**src/verilog/rtc_ctl_consts.svh**
```systemverilog
// Offsets, field positions, reset values for the clock control block
`ifndef RTC_CTL_CONSTS_SVH
`define RTC_CTL_CONSTS_SVH

// ----------------------------------------
// Register offsets
// ----------------------------------------
`define OFS_BLOCK_CONTROL 8'h10
`define OFS_WEEKDAY_ALARM  8'h14
`define OFS_SUMMER_FWD     8'h18
`define OFS_ALARM_STATUS   8'h20

// ----------------------------------------
// Control fields
// ----------------------------------------
`define CTL_BLOCK_ON_BIT   0
`define CTL_SELF_RESET_BIT 1
`define CTL_SPARE_BIT      2
`define CTL_ALARM_ON_BIT   3

// ----------------------------------------
// Forward-jump fields
// ----------------------------------------
`define FWD_MONTH_LSB      0
`define FWD_WDAY_LSB       8
`define FWD_WEEK_LSB       16
`define FWD_HOUR_LSB       24
`define FWD_MERID_BIT      31
`define FWD_USED_MASK      32'hFF07_07FF

// ----------------------------------------
// Reset values and codes
// ----------------------------------------
`define RST_CONTROL        4'h0
`define RST_WEEKDAY_ALARM  8'hFF
`define RST_SUMMER_FWD     32'h0000_0000
`define WEEK_LAST_CODE     3'h5
`define DAYS_PER_WEEK      5'h07
`define DONT_CARE_TOP      2'h3

`endif

```
**src/verilog/rtc_ctl_pkg.sv**
```systemverilog
// Types and shared conversion for the clock control block
package rtc_ctl_pkg;

   typedef enum logic [1:0]
   {
      SR_IDLE = 2'b01,
      SR_BUSY = 2'b10
   } self_reset_state_t;

   typedef logic [7:0] clk_byte_t;

   function automatic clk_byte_t to_binary(input clk_byte_t v,
                                           input logic      is_bcd);
      clk_byte_t r;
      r = is_bcd ? clk_byte_t'(v[7:4] * 4'hA + v[3:0]) : v;
      return r;
   endfunction : to_binary

endpackage : rtc_ctl_pkg

```
**src/verilog/rtc_control_alarm_dst.sv**
```systemverilog
// Control, weekday alarm gate and forward-jump logic of the clock block
// Summary of operation
// - Alarm logic works only while alarm enabled
// - Writing self-reset one starts internal reset
// - Internal reset clears all but control
// - Self-reset bit clears itself one cycle later
// - Block halted while block-on bit zero
// - Valid weekday must match day-of-week
// - Top bits both one: don't-care, reads FF
// - Matching hour adds one extra hour
// - Week field: codes 1-4, 5 last
// - Hour in 30:24, meridiem in 31
// - Weekday in 10:8, month in 7:0
// - Forward register writable by word or byte
// - Hour and month take format at write
// - Stored fields ignore later format change
// - Alarms in skipped hour never fire; here alarm_evt is not gated by the forward jump
// - Alarm flag sticky, cleared by status read
`timescale 1ns/1ps
`include "rtc_ctl_consts.svh"

module rtc_control_alarm_dst
   import rtc_ctl_pkg::*;
(
   input  wire logic        mclk,
   input  wire logic        rst,
   input  wire logic        ce,
   input  wire logic [7:0]  addr,
   input  wire logic [31:0] wr_data,
   input  wire logic [3:0]  wr_be,
   input  wire logic        wr_en,
   input  wire logic        rd_en,
   input  wire logic        seasonal_shift_on,
   input  wire logic        binary_vs_bcd_select,
   input  wire logic        hour_mode_12,
   input  wire logic        alarm_irq_en,
   input  wire logic        alarm_hit,
   input  wire logic        hour_tick,
   input  wire logic [7:0]  cur_hours,
   input  wire logic [2:0]  cur_weekday,
   input  wire logic [7:0]  cur_month,
   input  wire logic [7:0]  cur_mday,
   input  wire logic [4:0]  month_days,
   output logic [31:0]      rd_data_q,
   output logic             block_run_q,
   output logic             block_reset_q,
   output logic             extra_hour_q,
   output logic             alarm_flag_q,
   output logic             alarm_irq_q
);

   // ----------------------------------------
   // State
   // ----------------------------------------
   self_reset_state_t sr_state_q;
   logic [3:0]        ctrl_q;
   clk_byte_t         wkalm_q;
   logic [31:0]       fwd_q;
   logic              fwd_bcd_q;
   logic              fwd_12h_q;
   logic              jump_match;

   // ----------------------------------------
   // Address decode
   // ----------------------------------------
   wire logic sel_ctrl = addr == `OFS_BLOCK_CONTROL;
   wire logic sel_wk   = addr == `OFS_WEEKDAY_ALARM;
   wire logic sel_fwd  = addr == `OFS_SUMMER_FWD;
   wire logic sel_stat = addr == `OFS_ALARM_STATUS;
   wire logic wr_ctrl  = wr_en && sel_ctrl && wr_be[0];
   wire logic wr_wk    = wr_en && sel_wk && wr_be[0];
   wire logic wr_fwd   = wr_en && sel_fwd && (wr_be != 4'h0);
   wire logic rd_stat  = rd_en && sel_stat;

   // ----------------------------------------
   // Control fields
   // ----------------------------------------
   wire logic blk_rst  = block_reset_q;
   wire logic block_on = ctrl_q[`CTL_BLOCK_ON_BIT];
   wire logic alarm_on = ctrl_q[`CTL_ALARM_ON_BIT];
   wire logic sr_start = wr_ctrl && wr_data[`CTL_SELF_RESET_BIT];
   // Write during the reset cycle must not leave the bit stuck at one
   wire logic sr_go    = sr_start && (sr_state_q == SR_IDLE);
   wire logic [3:0] ctrl_d =
      wr_data[3:0] & ~(4'h1 << `CTL_SELF_RESET_BIT);

   // ----------------------------------------
   // Weekday alarm gate
   // ----------------------------------------
   wire logic wk_dont_care = wkalm_q[7:6] == `DONT_CARE_TOP;
   wire clk_byte_t wkalm_d =
      (wr_data[7:6] == `DONT_CARE_TOP) ? `RST_WEEKDAY_ALARM
                                       : wr_data[7:0];
   wire logic wk_ok = wk_dont_care ||
                      (wkalm_q[2:0] == cur_weekday);
   wire logic alarm_evt = alarm_hit && alarm_on && block_on &&
                          wk_ok && !blk_rst;

   // ----------------------------------------
   // Forward register byte merge
   // ----------------------------------------
   wire logic [31:0] be_mask = {{8{wr_be[3]}}, {8{wr_be[2]}},
                                {8{wr_be[1]}}, {8{wr_be[0]}}};
   wire logic [31:0] fwd_d = ((fwd_q & ~be_mask) | (wr_data & be_mask))
                             & `FWD_USED_MASK;
   wire logic fmt_touch = wr_be[3] || wr_be[0];

   // ----------------------------------------
   // Forward jump decision
   // ----------------------------------------
   jump_ahead_match u_match
   (
      .jump_ahead_month    (fwd_q[`FWD_MONTH_LSB +: 8]),
      .jump_ahead_weekday  (fwd_q[`FWD_WDAY_LSB +: 3]),
      .jump_ahead_week     (fwd_q[`FWD_WEEK_LSB +: 3]),
      .jump_ahead_hour     (fwd_q[`FWD_HOUR_LSB +: 7]),
      .jump_ahead_meridiem (fwd_q[`FWD_MERID_BIT]),
      .fwd_fmt_bcd         (fwd_bcd_q),
      .fwd_fmt_12h         (fwd_12h_q),
      .cur_fmt_bcd         (!binary_vs_bcd_select),
      .cur_hours           (cur_hours),
      .cur_weekday         (cur_weekday),
      .cur_month           (cur_month),
      .cur_mday            (cur_mday),
      .month_days          (month_days),
      .jump_match          (jump_match)
   );

   // Extra hour flagged in the cycle after the rollover tick, skipping the hour
   wire logic jump_d = hour_tick && block_on && seasonal_shift_on &&
                       jump_match && !blk_rst;

   // ----------------------------------------
   // Read mux
   // ----------------------------------------
   wire logic [31:0] rd_mux =
      sel_ctrl ? {28'h0, ctrl_q} :
      sel_wk   ? {24'h0, wkalm_q} :
      sel_fwd  ? fwd_q :
      sel_stat ? {31'h0, alarm_flag_q} : 32'h0;
   wire logic flag_d = alarm_evt || (alarm_flag_q && !rd_stat);

   // ----------------------------------------
   // Self-reset sequencer
   // ----------------------------------------
   always_ff @(posedge mclk)
   begin
      if (rst)
         sr_state_q <= SR_IDLE;
      else if (ce)
      begin
         case (sr_state_q)
            SR_IDLE: if (sr_start) sr_state_q <= SR_BUSY;
            SR_BUSY: sr_state_q <= SR_IDLE;
            default: sr_state_q <= SR_IDLE;
         endcase
      end
   end

   always_ff @(posedge mclk)
   begin
      if (rst)
         block_reset_q <= 1'b0;
      else if (ce)
         block_reset_q <= sr_go;
   end

   // ----------------------------------------
   // Control register, kept through self reset
   // ----------------------------------------
   always_ff @(posedge mclk)
   begin
      if (rst)
         ctrl_q <= `RST_CONTROL;
      else if (ce && wr_ctrl)
         ctrl_q <= ctrl_d | ({3'h0, sr_go} << `CTL_SELF_RESET_BIT);
      else if (ce && block_reset_q)
         ctrl_q[`CTL_SELF_RESET_BIT] <= 1'b0;
   end

   always_ff @(posedge mclk)
   begin
      if (rst)
         block_run_q <= 1'b0;
      else if (ce)
         block_run_q <= block_on && !blk_rst;
   end

   // ----------------------------------------
   // Alarm and forward registers
   // ----------------------------------------
   always_ff @(posedge mclk)
   begin
      if (rst || (ce && blk_rst))
         wkalm_q <= `RST_WEEKDAY_ALARM;
      else if (ce && wr_wk)
         wkalm_q <= wkalm_d;
   end

   always_ff @(posedge mclk)
   begin
      if (rst || (ce && blk_rst))
      begin
         fwd_q     <= `RST_SUMMER_FWD;
         fwd_bcd_q <= 1'b0;
         fwd_12h_q <= 1'b0;
      end
      else if (ce && wr_fwd)
      begin
         fwd_q <= fwd_d;
         if (fmt_touch)
         begin
            fwd_bcd_q <= !binary_vs_bcd_select;
            fwd_12h_q <= hour_mode_12;
         end
      end
   end

   // ----------------------------------------
   // Events and read data
   // ----------------------------------------
   always_ff @(posedge mclk)
   begin
      if (rst || (ce && blk_rst))
      begin
         alarm_flag_q <= 1'b0;
         alarm_irq_q  <= 1'b0;
         extra_hour_q <= 1'b0;
      end
      else if (ce)
      begin
         alarm_flag_q <= flag_d;
         alarm_irq_q  <= flag_d && alarm_irq_en;
         extra_hour_q <= jump_d;
      end
   end

   always_ff @(posedge mclk)
   begin
      if (rst)
         rd_data_q <= 32'h0;
      else if (ce)
         rd_data_q <= rd_en ? rd_mux : 32'h0;
   end
endmodule : rtc_control_alarm_dst

```
**src/verilog/jump_ahead_match.sv**
```systemverilog
// Forward-jump date and hour comparison with week-of-month tracking
`timescale 1ns/1ps
`include "rtc_ctl_consts.svh"

module jump_ahead_match
   import rtc_ctl_pkg::*;
(
   input  wire logic [7:0] jump_ahead_month,
   input  wire logic [2:0] jump_ahead_weekday,
   input  wire logic [2:0] jump_ahead_week,
   input  wire logic [6:0] jump_ahead_hour,
   input  wire logic       jump_ahead_meridiem,
   input  wire logic       fwd_fmt_bcd,
   input  wire logic       fwd_fmt_12h,
   input  wire logic       cur_fmt_bcd,
   input  wire logic [7:0] cur_hours,
   input  wire logic [2:0] cur_weekday,
   input  wire logic [7:0] cur_month,
   input  wire logic [7:0] cur_mday,
   input  wire logic [4:0] month_days,
   output logic            jump_match
);

   // ----------------------------------------
   // Week of month from day of month
   // ----------------------------------------
   wire clk_byte_t mday_bin = to_binary(cur_mday, cur_fmt_bcd);
   wire logic [2:0] week_num =
      3'((mday_bin - 8'h01) / 8'(`DAYS_PER_WEEK)) + 3'h1;
   wire logic last_week =
      (mday_bin + 8'(`DAYS_PER_WEEK)) > {3'h0, month_days};
   wire logic week_hit = (week_num == jump_ahead_week) ||
      ((jump_ahead_week == `WEEK_LAST_CODE) && last_week);

   // ----------------------------------------
   // Field compares in binary, each side converted from its own format
   // ----------------------------------------
   wire logic month_hit = to_binary(jump_ahead_month, fwd_fmt_bcd) ==
                          to_binary(cur_month, cur_fmt_bcd);
   wire logic wday_hit  = jump_ahead_weekday == cur_weekday;
   wire logic hour_hit  =
      to_binary({1'b0, jump_ahead_hour}, fwd_fmt_bcd) ==
      to_binary({1'b0, cur_hours[6:0]}, cur_fmt_bcd);
   wire logic merid_hit = !fwd_fmt_12h ||
                          (jump_ahead_meridiem == cur_hours[7]);

   assign jump_match = week_hit && month_hit && wday_hit &&
                       hour_hit && merid_hit;

endmodule : jump_ahead_match

```
**config.mk**
```make
export PLATFORM = sky130hd
export DESIGN_NAME = rtc_control_alarm_dst
export DESIGN_NICKNAME = d
export VERILOG_FILES = /design/src/verilog/rtc_ctl_pkg.sv /design/src/verilog/rtc_control_alarm_dst.sv /design/src/verilog/jump_ahead_match.sv
export VERILOG_INCLUDE_DIRS = /design/src /design/src/verilog
export SDC_FILE = /design/constraint.sdc
export NUM_CORES = 1
export LEC_CHECK = 0
export BUFFER_PORTS_ARGS = -buffer_cell sky130_fd_sc_hd__buf_2
export CAP_MARGIN = 20
export CORE_ASPECT_RATIO = 0.7
export CORE_UTILIZATION = 35
export DETAILED_ROUTE_END_ITERATION = 7
export PLACE_DENSITY = 0.64
export SKIP_CTS_REPAIR_TIMING = 1
export SLEW_MARGIN = 20
export SYNTH_ARGS = -nofsm -noshare
export SYNTH_HDL_FRONTEND = slang
export SYNTH_HIERARCHICAL = 1
export SYNTH_SLANG_ARGS = --single-unit
```
**constraint.sdc**
```tcl
create_clock -name mclk -period 19.9 [get_ports mclk]
set_input_delay 0.995 -clock mclk [delete_from_list [all_inputs] [get_ports mclk]]
set_output_delay 0.995 -clock mclk [all_outputs]
set_load 0.005 [all_outputs]
```
==> flow_summary.ini, run 1 <==
[run_status]
status = finished, final reports clean

[synth]
synth_top_area_share = 0.2243
ys_types = 88
synth_cells = 687
netlist_area_um2 = 5802
synth-async-reset-ratio = 0
yosysSeqAreaShare = 0.2243
synth.avg_cell_area_um2 = 8.445
synthFlopType = dfxtp_1
yosys.area.top_type = dfxtp_1
synth_area_leaders = dfxtp_1, mux2i_1, ha_1, nor2_1, xnor2_1
synth-seq-cells = 65
yosysWarningCount = 6
synth_edf_count = 0

[layout]
area_delta_synth_final_pct = 17.40
drive_gt1_frac = 0.1887
finalNetCount = 912
final_common_cell = buf_2
finalInstanceArea_um2 = 6812
diodes = 0
register_area_um2 = 1301
layout_common_cells = buf_2, nor2_1, dfxtp_1, mux2i_1, a21oi_1
fill_cells = 1597
stdcell_count = 999
multi_input_area_um2 = 4237

[floorplanning]
dieArea_um2 = 17100
die_width_um = 155.9
initial_core_util = 0.3664
chipHeight_um = 109.7
fp.coreArea_um2 = 15830
rows = 38
io_pins = 124

[clock_network]
cts_tree = built
clk_latency_ns = 0.33
cts.sink_count = 65
cts_buffer_depth = 2
numCtsBuffers = 9
htree_levels = 3
clk_pin_slew_ns = 0.05
clockRootBuffer = clkbuf_16

[power_and_ir_drop]
power_frac_clock = 0.411
net-switching-power_mw = 0.1469
swShare = 0.3100
intPower_mw = 0.3270
seq_power_share = 0.276
vdd_drop_max_mv = 0.03928
p_per_area_nw_per_um2 = 69.57
power_leakage_nw = 3.130
combPwrFrac = 0.314

[placed_design]
portBuffers = 103
hpwl_um = 12220
dpl-instance-area_um2 = 6445
place_congestion = 0.8581
dpl.cell_count = 983

[sta]
rsz0062_at_grt = false
finalSetupViolations = 0
skew_ns = 0.006993
finalMaxSlewViolations = 0
relSlewSlack = 0.3028
finalHoldViolations = 0
max_clock_freq_mhz = 131.7
worst_pin_slew_ns = 1.046
finalCritPeriodShare = 0.3816
timing.setup.tns_ns = 0
finalCriticalPeriod_ns = 7.595

[routing]
drtIter0Drc = 350
vias_per_cell = 5.241
wl_per_cell_um = 15.42
drc = 0
wl_um = 15400
postRouteAntennaNets = 0
vias = 5236
first_pass_iters = 5

[global_route]
grt_remaining_overflow = 0
antenna_found_initial = 0
gr-usage-all-layers = 0.1843
first_global_vias = 4881
grt_pass1_wl_um = 24960
grt_max_degree = 43

[worst_hold_path]
min_path_type = reg -> reg
holdPathStages = 2
holdCritStartpoint = ctrl_q[1]
hold_end = ctrl_q[1]

[setup_path]
r2r_slack_ns = 16.42
cp_max_fo = 13
path_class = in -> reg
cpMostUsedCell = ha_1
crit_path_top_delay_cell = nor2_1
slowest_delay_ns = 0.58
reg2regPathDepth = 13
required_ns = 20.15
cp-end-kind = flop
startpoint_type = input port
r2r_end = extra_hour_q
crit_arrival_ns = 7.84

[run]
max_cap_viol_count = 0
==> kinds of logic after synthesis <==
logic type / count (synthesis) / synth area share
AND/OR/NAND/NOR: 244 / 0.2346
AO/OA/AOI/OAI: 146 / 0.1805
flip-flops: 65 / 0.2243
buffers and inverters: 65 / 0.05240
multiplexers: 59 / 0.1022
XOR/XNOR: 55 / 0.08303
adder cells (fa/ha/maj): 52 / 0.1223
other: 1 / 0.0006463
==> synth_stat cells (6+ instances only) <==
cell,n
nor2_1,80
dfxtp_1,65
mux2i_1,57
a21oi_1,50
ha_1,43
nand2_1,32
xnor2_1,32
nor2b_1,31
inv_1,25
xor2_1,23
o21ai_0,18
nand2b_1,17
clkbuf_1,16
buf_4,11
nand3_1,11
nor3_1,10
buf_2,8
fa_1,8
o211ai_1,8
a21o_1,7
and3_1,7
a31oi_1,6
==> worst max-delay path by stage <==
stage                              start           end  slack, ns  cells past startpoint
global route                 cur_mday[5]  extra_hour_q      11.84                     28
global placement             cur_mday[5]  extra_hour_q      12.06                     28
finish                       cur_mday[5]  extra_hour_q      12.31                     28
detailed placement           cur_mday[5]  extra_hour_q      12.06                     28
CTS                          cur_mday[5]  extra_hour_q      12.38                     28
floorplan           binary_vs_bcd_select  extra_hour_q      12.71                     31
==> through the flow <==
step | worst slack, ns | total power, mW | utilization | hold slack, ns
floorplan | 12.71 | 0.2450 | - | 0.4388
global placement | 12.06 | 0.2779 | 0.4071 | 0.4537
detailed placement | 12.06 | 0.2795 | 0.4071 | 0.4639
CTS | 12.38 | 0.4746 | 0.4302 | 0.4717
global route | 11.84 | 0.4996 | 0.4302 | 0.5026
finish | 12.31 | 0.4739 | 0.4302 | 0.4668
==> power groups by stage <==
stage,combinational (mW),sequential [mW],clock (mW)
floorplan,0.112,0.133,0
global placement,0.144,0.133,0
detailed placement,0.146,0.133,0
CTS,0.147,0.131,0.197
global route,0.165,0.131,0.204
finish,0.149,0.131,0.195
==> routing by layer <==
metal,wire length [µm],vias up,part of all wire,global-route usage
li1,-,2649,-,-
met1,8357,2426,0.54,0.2863
met2,6183,157,0.40,0.2637
met3,810,4,0.053,0.02168
met4,50,0,0.0032,0.04342
met5,0,-,0,0
==> cell type report <==
| type | count | share of cell area |
|---|---|---|
| clock inverter | 7 | 0.02076 |
| clock buffer | 9 | 0.03306 |
| inverter | 27 | 0.01488 |
| multi-input combinational | 566 | 0.6220 |
| timing repair buffer | 105 | 0.07788 |
| tap | 220 | 0.04041 |
| sequential | 65 | 0.1910 |
==> worst max-delay path, delay by kind of cell <==
family,cells,cell delay [ns]
simple gates,10,2.77
compound gates,7,1.65
fa+ha+maj,5,1.61
xor+xnor,3,0.48
mux,2,0.18
buf+inv,1,0.14
No activity file was read; power rests on OpenSTA's default activity.
==> run 2, diff against run 1 <==
==> constraint.sdc (replaced) <==
create_clock -name mclk -period 7.5 [get_ports mclk]
set_input_delay 0.375 -clock mclk [delete_from_list [all_inputs] [get_ports mclk]]
set_output_delay 0.375 -clock mclk [all_outputs]
set_load 0.005 [all_outputs]
==> flow_summary.ini, run 2 (synthesis gave the netlist of run 1 again) <==
[routing]
wl_met2_um = 6135
dr_wl_met3_um = 794
wl_um = 15440
drc = 0
postRouteAntennaNets = 0
first_pass_iters = 5
vias = 5234
vias_per_cell = 5.234
top_layer = met4
drtIter0Drc = 399
wl_met1_um = 8381
wl_per_cell_um = 15.44

[run]
max_cap_viol_count = 0

[placed_design]
place_congestion = 0.8515
hpwl_um = 12180
portBuffers = 103
pre_cts_ws_ns = 0.4773
dpl-instance-area_um2 = 6452

[setup_path]
cp_max_fo = 8
crit_path_start = cur_mday[5]
r2r_end = extra_hour_q
cp-end-kind = flop
crit_arrival_ns = 7.06
startpoint_type = input port
r2r_slack_ns = 4.00
path_class = in -> reg
crit_end = extra_hour_q
required_ns = 7.75
reg2regPathDepth = 13

[layout]
final_common_cell = buf_2
layout_common_cells = buf_2, nor2_1, dfxtp_1, mux2i_1, a21oi_1
area_delta_synth_final_pct = 16.48
diodes = 0
finalNetCount = 913
drive_gt1_frac = 0.1897
finalInstanceArea_um2 = 6758

[sta]
rsz0062_at_grt = false
finalSetupViolations = 0
fin_ws_ns = 0.6889
max_clock_freq_mhz = 146.8
skew_ns = 0.007600
timing.setup.tns_ns = 0
worst_pin_slew_ns = 1.018
relSlewSlack = 0.3214
finalHoldViolations = 0
finalCriticalPeriod_ns = 6.811
finalMaxSlewViolations = 0
finalCritPeriodShare = 0.9081

[worst_hold_path]
min_path_type = in -> reg

[floorplanning]
fp.coreArea_um2 = 15830
io_pins = 124
dieArea_um2 = 17100
rows = 38
die_width_um = 155.9
initial_core_util = 0.3664
chipHeight_um = 109.7

[power_and_ir_drop]
net-switching-power_mw = 0.3983
intPower_mw = 0.7702
seq_power_share = 0.296
combPwrFrac = 0.338
power.total_mw = 1.169
power_leakage_nw = 3.107
swShare = 0.3409
vdd_drop_max_mv = 0.09648
power_frac_clock = 0.366
p_per_area_nw_per_um2 = 172.9

[clock_network]
cts_tree = built
numCtsBuffers = 9
cts.sink_count = 65
clk_pin_slew_ns = 0.06
cts_buffer_depth = 2
clockRootBuffer = clkbuf_16
htree_levels = 3
clk_latency_ns = 0.33

[run_status]
status = finished, final reports clean

[global_route]
first_global_vias = 4795
grt_remaining_overflow = 0
antenna_found_initial = 0
grt_max_degree = 42
gr-usage-all-layers = 0.1853
grt_pass1_wl_um = 25000
==> run 2: cell count changes in the layout (fill, tap and decap cells not counted), sizes merged <==
| cell | change |
|---|---|
| clkinv | +3 |
| buf | +1 |
| bufinv | -3 |
==> run 2: stage by stage <==
stage                     utilization  hold slack (ns)  std cells
after global placement         0.4075           0.4550        984
after floorplan                     -           0.4388        696
after detailed placement       0.4075           0.4591        984
final                          0.4268           0.2782       1000
after global routing           0.4268           0.2827       1000
after CTS                      0.4268           0.2695       1000
==> run 2: power groups by stage <==
stage | Sequential [mW] | Combinational (mW) | Clock (mW)
6_report | 0.346 | 0.395 | 0.427
5_1_grt | 0.346 | 0.436 | 0.452
4_1_cts | 0.346 | 0.389 | 0.435
3_5_place_dp | 0.354 | 0.387 | 0
3_3_place_gp | 0.354 | 0.385 | 0
2_1_floorplan | 0.354 | 0.296 | 0
==> run 2: worst max-delay path, stage by stage <==
cell	delay, ns
buf_2	0.15
ha_1	0.36
ha_1	0.25
fa_1	0.56
o211ai_1	0.17
o211ai_1	0.29
o311ai_1	0.26
a21oi_1	0.19
o21ai_0	0.11
o22ai_1	0.61
nor3_1	0.09
a221o_1	0.36
or3_1	0.32
ha_1	0.24
a21oi_1	0.15
a211o_1	0.17
o211a_1	0.19
mux2i_1	0.11
or3_1	0.39
ha_1	0.19
xnor2_1	0.19
xnor2_1	0.12
nor3b_1	0.19
or4b_1	0.45
a31oi_1	0.20
and4_1	0.21
mux2i_1	0.06
nor2_1	0.11
==> run 2: layout make-up <==
| class | instances | area, µm² |
|---|---|---|
| Clock buffer | 9 | 225.2 |
| Timing Repair Buffer | 106 | 538.0 |
| Multi-Input combinational cell | 566 | 4237 |
| Sequential cell | 65 | 1301 |
| Inverter | 27 | 101.3 |
| Tap cell | 220 | 275.3 |
| Clock inverter | 7 | 80.08 |
| Fill cell | 1631 | 9075 |
==> run 2: how the worst min path moves through the flow <==
stage / startpoint / endpoint / slack [ns] / cells past startpoint
2_1_floorplan: wkalm_q[3] / wkalm_q[3] / 0.44 / 2
3_5_place_dp: wkalm_q[3] / wkalm_q[3] / 0.46 / 2
4_1_cts: wr_data[9] / flop / 0.27 / 3
5_1_grt: wr_data[27] / flop / 0.28 / 3
6_report: wr_data[9] / flop / 0.28 / 3
3_3_place_gp: wkalm_q[3] / wkalm_q[3] / 0.45 / 2
==> run 2: metal layers <==
layer / up-vias / global-route usage
met2: 158 / 0.2589
li1: 2655 / -
met1: 2411 / 0.2901
met3: 10 / 0.02562
met4: 0 / 0.04412
met5: - / 0
==> run 3, diff against run 2 <==
--- a/config.mk
+++ b/config.mk
@@ -11,10 +11,9 @@
 export CORE_ASPECT_RATIO = 0.7
 export CORE_UTILIZATION = 35
 export DETAILED_ROUTE_END_ITERATION = 7
-export PLACE_DENSITY = 0.64
+export PLACE_DENSITY = 0.65
 export SKIP_CTS_REPAIR_TIMING = 1
 export SLEW_MARGIN = 20
 export SYNTH_ARGS = -nofsm -noshare
 export SYNTH_HDL_FRONTEND = slang
-export SYNTH_HIERARCHICAL = 1
 export SYNTH_SLANG_ARGS = --single-unit
==> constraint.sdc (replaced) <==
create_clock -name mclk -period 8.65 [get_ports mclk]
set_input_delay 0.4325 -clock mclk [delete_from_list [all_inputs] [get_ports mclk]]
set_output_delay 0.4325 -clock mclk [all_outputs]
set_load 0.005 [all_outputs]
==> flow_summary.ini, run 3 <==
[power_and_ir_drop]
intPower_mw = 0.7058
power_frac_clock = 0.393
power_leakage_nw = 2.815
swShare = 0.3076
combPwrFrac = 0.312
net-switching-power_mw = 0.3135
vdd_drop_max_mv = 0.08666
seq_power_share = 0.295
p_per_area_nw_per_um2 = 156.2

[global_route]
grt_pass1_wl_um = 23870
antenna_found_initial = 2
met1_usage = 0.2772
grt_max_degree = 51
gr-usage-all-layers = 0.1788
first_global_vias = 4699
grt-busiest-layer = met1
grt_remaining_overflow = 0
use_met2 = 0.2489
use_met3 = 0.04088

[floorplanning]
die_width_um = 153.4
rows = 38
initial_core_util = 0.3602
dieArea_um2 = 16570
chipHeight_um = 108.0
io_pins = 124
fp.coreArea_um2 = 15600

[synth]
synthFlopType = dfxtp_1
yosysSeqAreaShare = 0.2317
synth.avg_cell_area_um2 = 8.001
yosysWarningCount = 0
synth_top_area_share = 0.2317
synth_edf_count = 0
netlist_area_um2 = 5617
ys_types = 84
synth_cells = 702
synth_most_common_cell = nand2_1
synth-seq-cells = 65
ys_top_cells_by_count = nand2_1, nor2_1, dfxtp_1
yosys.area.top_type = dfxtp_1
synth-async-reset-ratio = 0
synth_area_leaders = dfxtp_1, ha_1, mux2i_1, nand2_1, xnor2_1

[routing]
vias_per_cell = 5.356
drtIter0Drc = 385
first_pass_iters = 5
wl_per_cell_um = 14.85
wl_um = 14690
vias = 5297
drc = 0
postRouteAntennaNets = 0

[clock_network]
htree_levels = 3
cts_buffer_depth = 2
clk_pin_slew_ns = 0.05
numCtsBuffers = 9
clk_latency_ns = 0.32
cts.sink_count = 65
cts_tree = built
clockRootBuffer = clkbuf_16

[run]
max_cap_viol_count = 0

[layout]
fill_cells = 1603
area_delta_synth_final_pct = 16.15
layout_common_cells = buf_2, nand2_1, nor2_1, dfxtp_1, a21oi_1
final_common_cell = buf_2
drive_gt1_frac = 0.1802
stdcell_count = 989
finalNetCount = 922
final_util = 0.4183

[setup_path]
startpoint_type = input port
path_class = in -> reg
cp-end-kind = flop
crit_arrival_ns = 6.79
required_ns = 8.92
cp_max_fo = 50

[sta]
finalCritPeriodShare = 0.7542
finalSetupViolations = 0
finalMaxSlewViolations = 0
finalCriticalPeriod_ns = 6.524
relSlewSlack = 0.3508
worst_pin_slew_ns = 0.9664
rsz0062_at_grt = false
timing.setup.tns_ns = 0
finalHoldViolations = 0
max_clock_freq_mhz = 153.3
skew_ns = 0.003676

[worst_hold_path]
min_path_type = in -> reg

[placed_design]
place_congestion = 0.8374
hpwl_um = 11340
dpl.cell_count = 973
portBuffers = 103

[run_status]
status = finished, final reports clean
run 3: cell type report:
type / count / area (µm²) / area share
multi-input combinational: 575 / 4004 / 0.6137
sequential: 65 / 1301 / 0.1995
timing repair buffer: 105 / 530.5 / 0.08132
clock buffer: 13 / 270.3 / 0.04143
tap: 200 / 250.2 / 0.03836
inverter: 28 / 105.1 / 0.01611
clock inverter: 2 / 60.06 / 0.009206
antenna: 1 / 2.502 / 0.0003836
run 3: kinds of logic after synthesis:
group                    synth area share
other                           0.0006677
multiplexers                      0.05792
flip-flops                         0.2317
buffers and inverters             0.06148
XOR/XNOR                          0.09022
AND/OR/NAND/NOR                    0.2272
adder cells (fa/ha/maj)            0.1263
AO/OA/AOI/OAI                      0.2045
run 3: critical path, cell delays in order:
cell       delay, ns
buf_2           0.69
mux2i_1         0.26
ha_1            0.34
and4bb_2        0.27
a31oi_2         0.51
nor2_1          0.08
a311oi_1        0.24
a32oi_1         0.10
a31oi_1         0.77
inv_1           0.24
nand2_1         0.11
a21oi_1         0.09
or3_1           0.40
ha_1            0.23
a21boi_0        0.13
o21ai_0         0.22
o2111ai_1       0.19
a21oi_2         0.21
nand2_1         0.08
ha_1            0.29
xor2_1          0.14
or3_1           0.32
a2111o_1        0.35
nand3_1         0.08
run 3: power by group through the flow:
stage	registers [mW]	clock network (mW)	logic, mW
global placement	0.307	0	0.311
detailed placement	0.307	0	0.314
floorplan	0.307	0	0.251
CTS	0.301	0.406	0.315
finish	0.301	0.400	0.318
global route	0.300	0.417	0.357
run 3: metal layers:
| metal | share of wire | routed length [µm] | up-vias |
|---|---|---|---|
| met5 | 0.00068 | 10 | - |
| met1 | 0.54 | 7872 | 2471 |
| li1 | - | - | 2669 |
| met3 | 0.055 | 813 | 14 |
| met2 | 0.40 | 5894 | 141 |
| met4 | 0.0068 | 100 | 2 |
run 3: final timing paths:
kind,startpoint,endpoint,slack (ns),cells after the start
hold / removal,wr_data[30],flop,0.35,3
hold reg to reg,rd_data_q[1],rd_data_q[1],0.46,2
setup / recovery,binary_vs_bcd_select,extra_hour_q,2.13,24
setup reg to reg,flop,extra_hour_q,5.04,12
run 3: per-stage QoR:
stage / area [µm²] / setup slack (ns) / total power [mW] / hold WS, ns
CTS: 6521 / 2.193 / 1.022 / 0.3465
finish: 6524 / 2.126 / 1.019 / 0.3529
floorplan: 5650 / 2.492 / 0.5578 / 0.4402
global route: 6524 / 1.637 / 1.075 / 0.3609
detailed placement: 6191 / 1.868 / 0.6206 / 0.4517
global placement: 6191 / 1.908 / 0.6181 / 0.4513
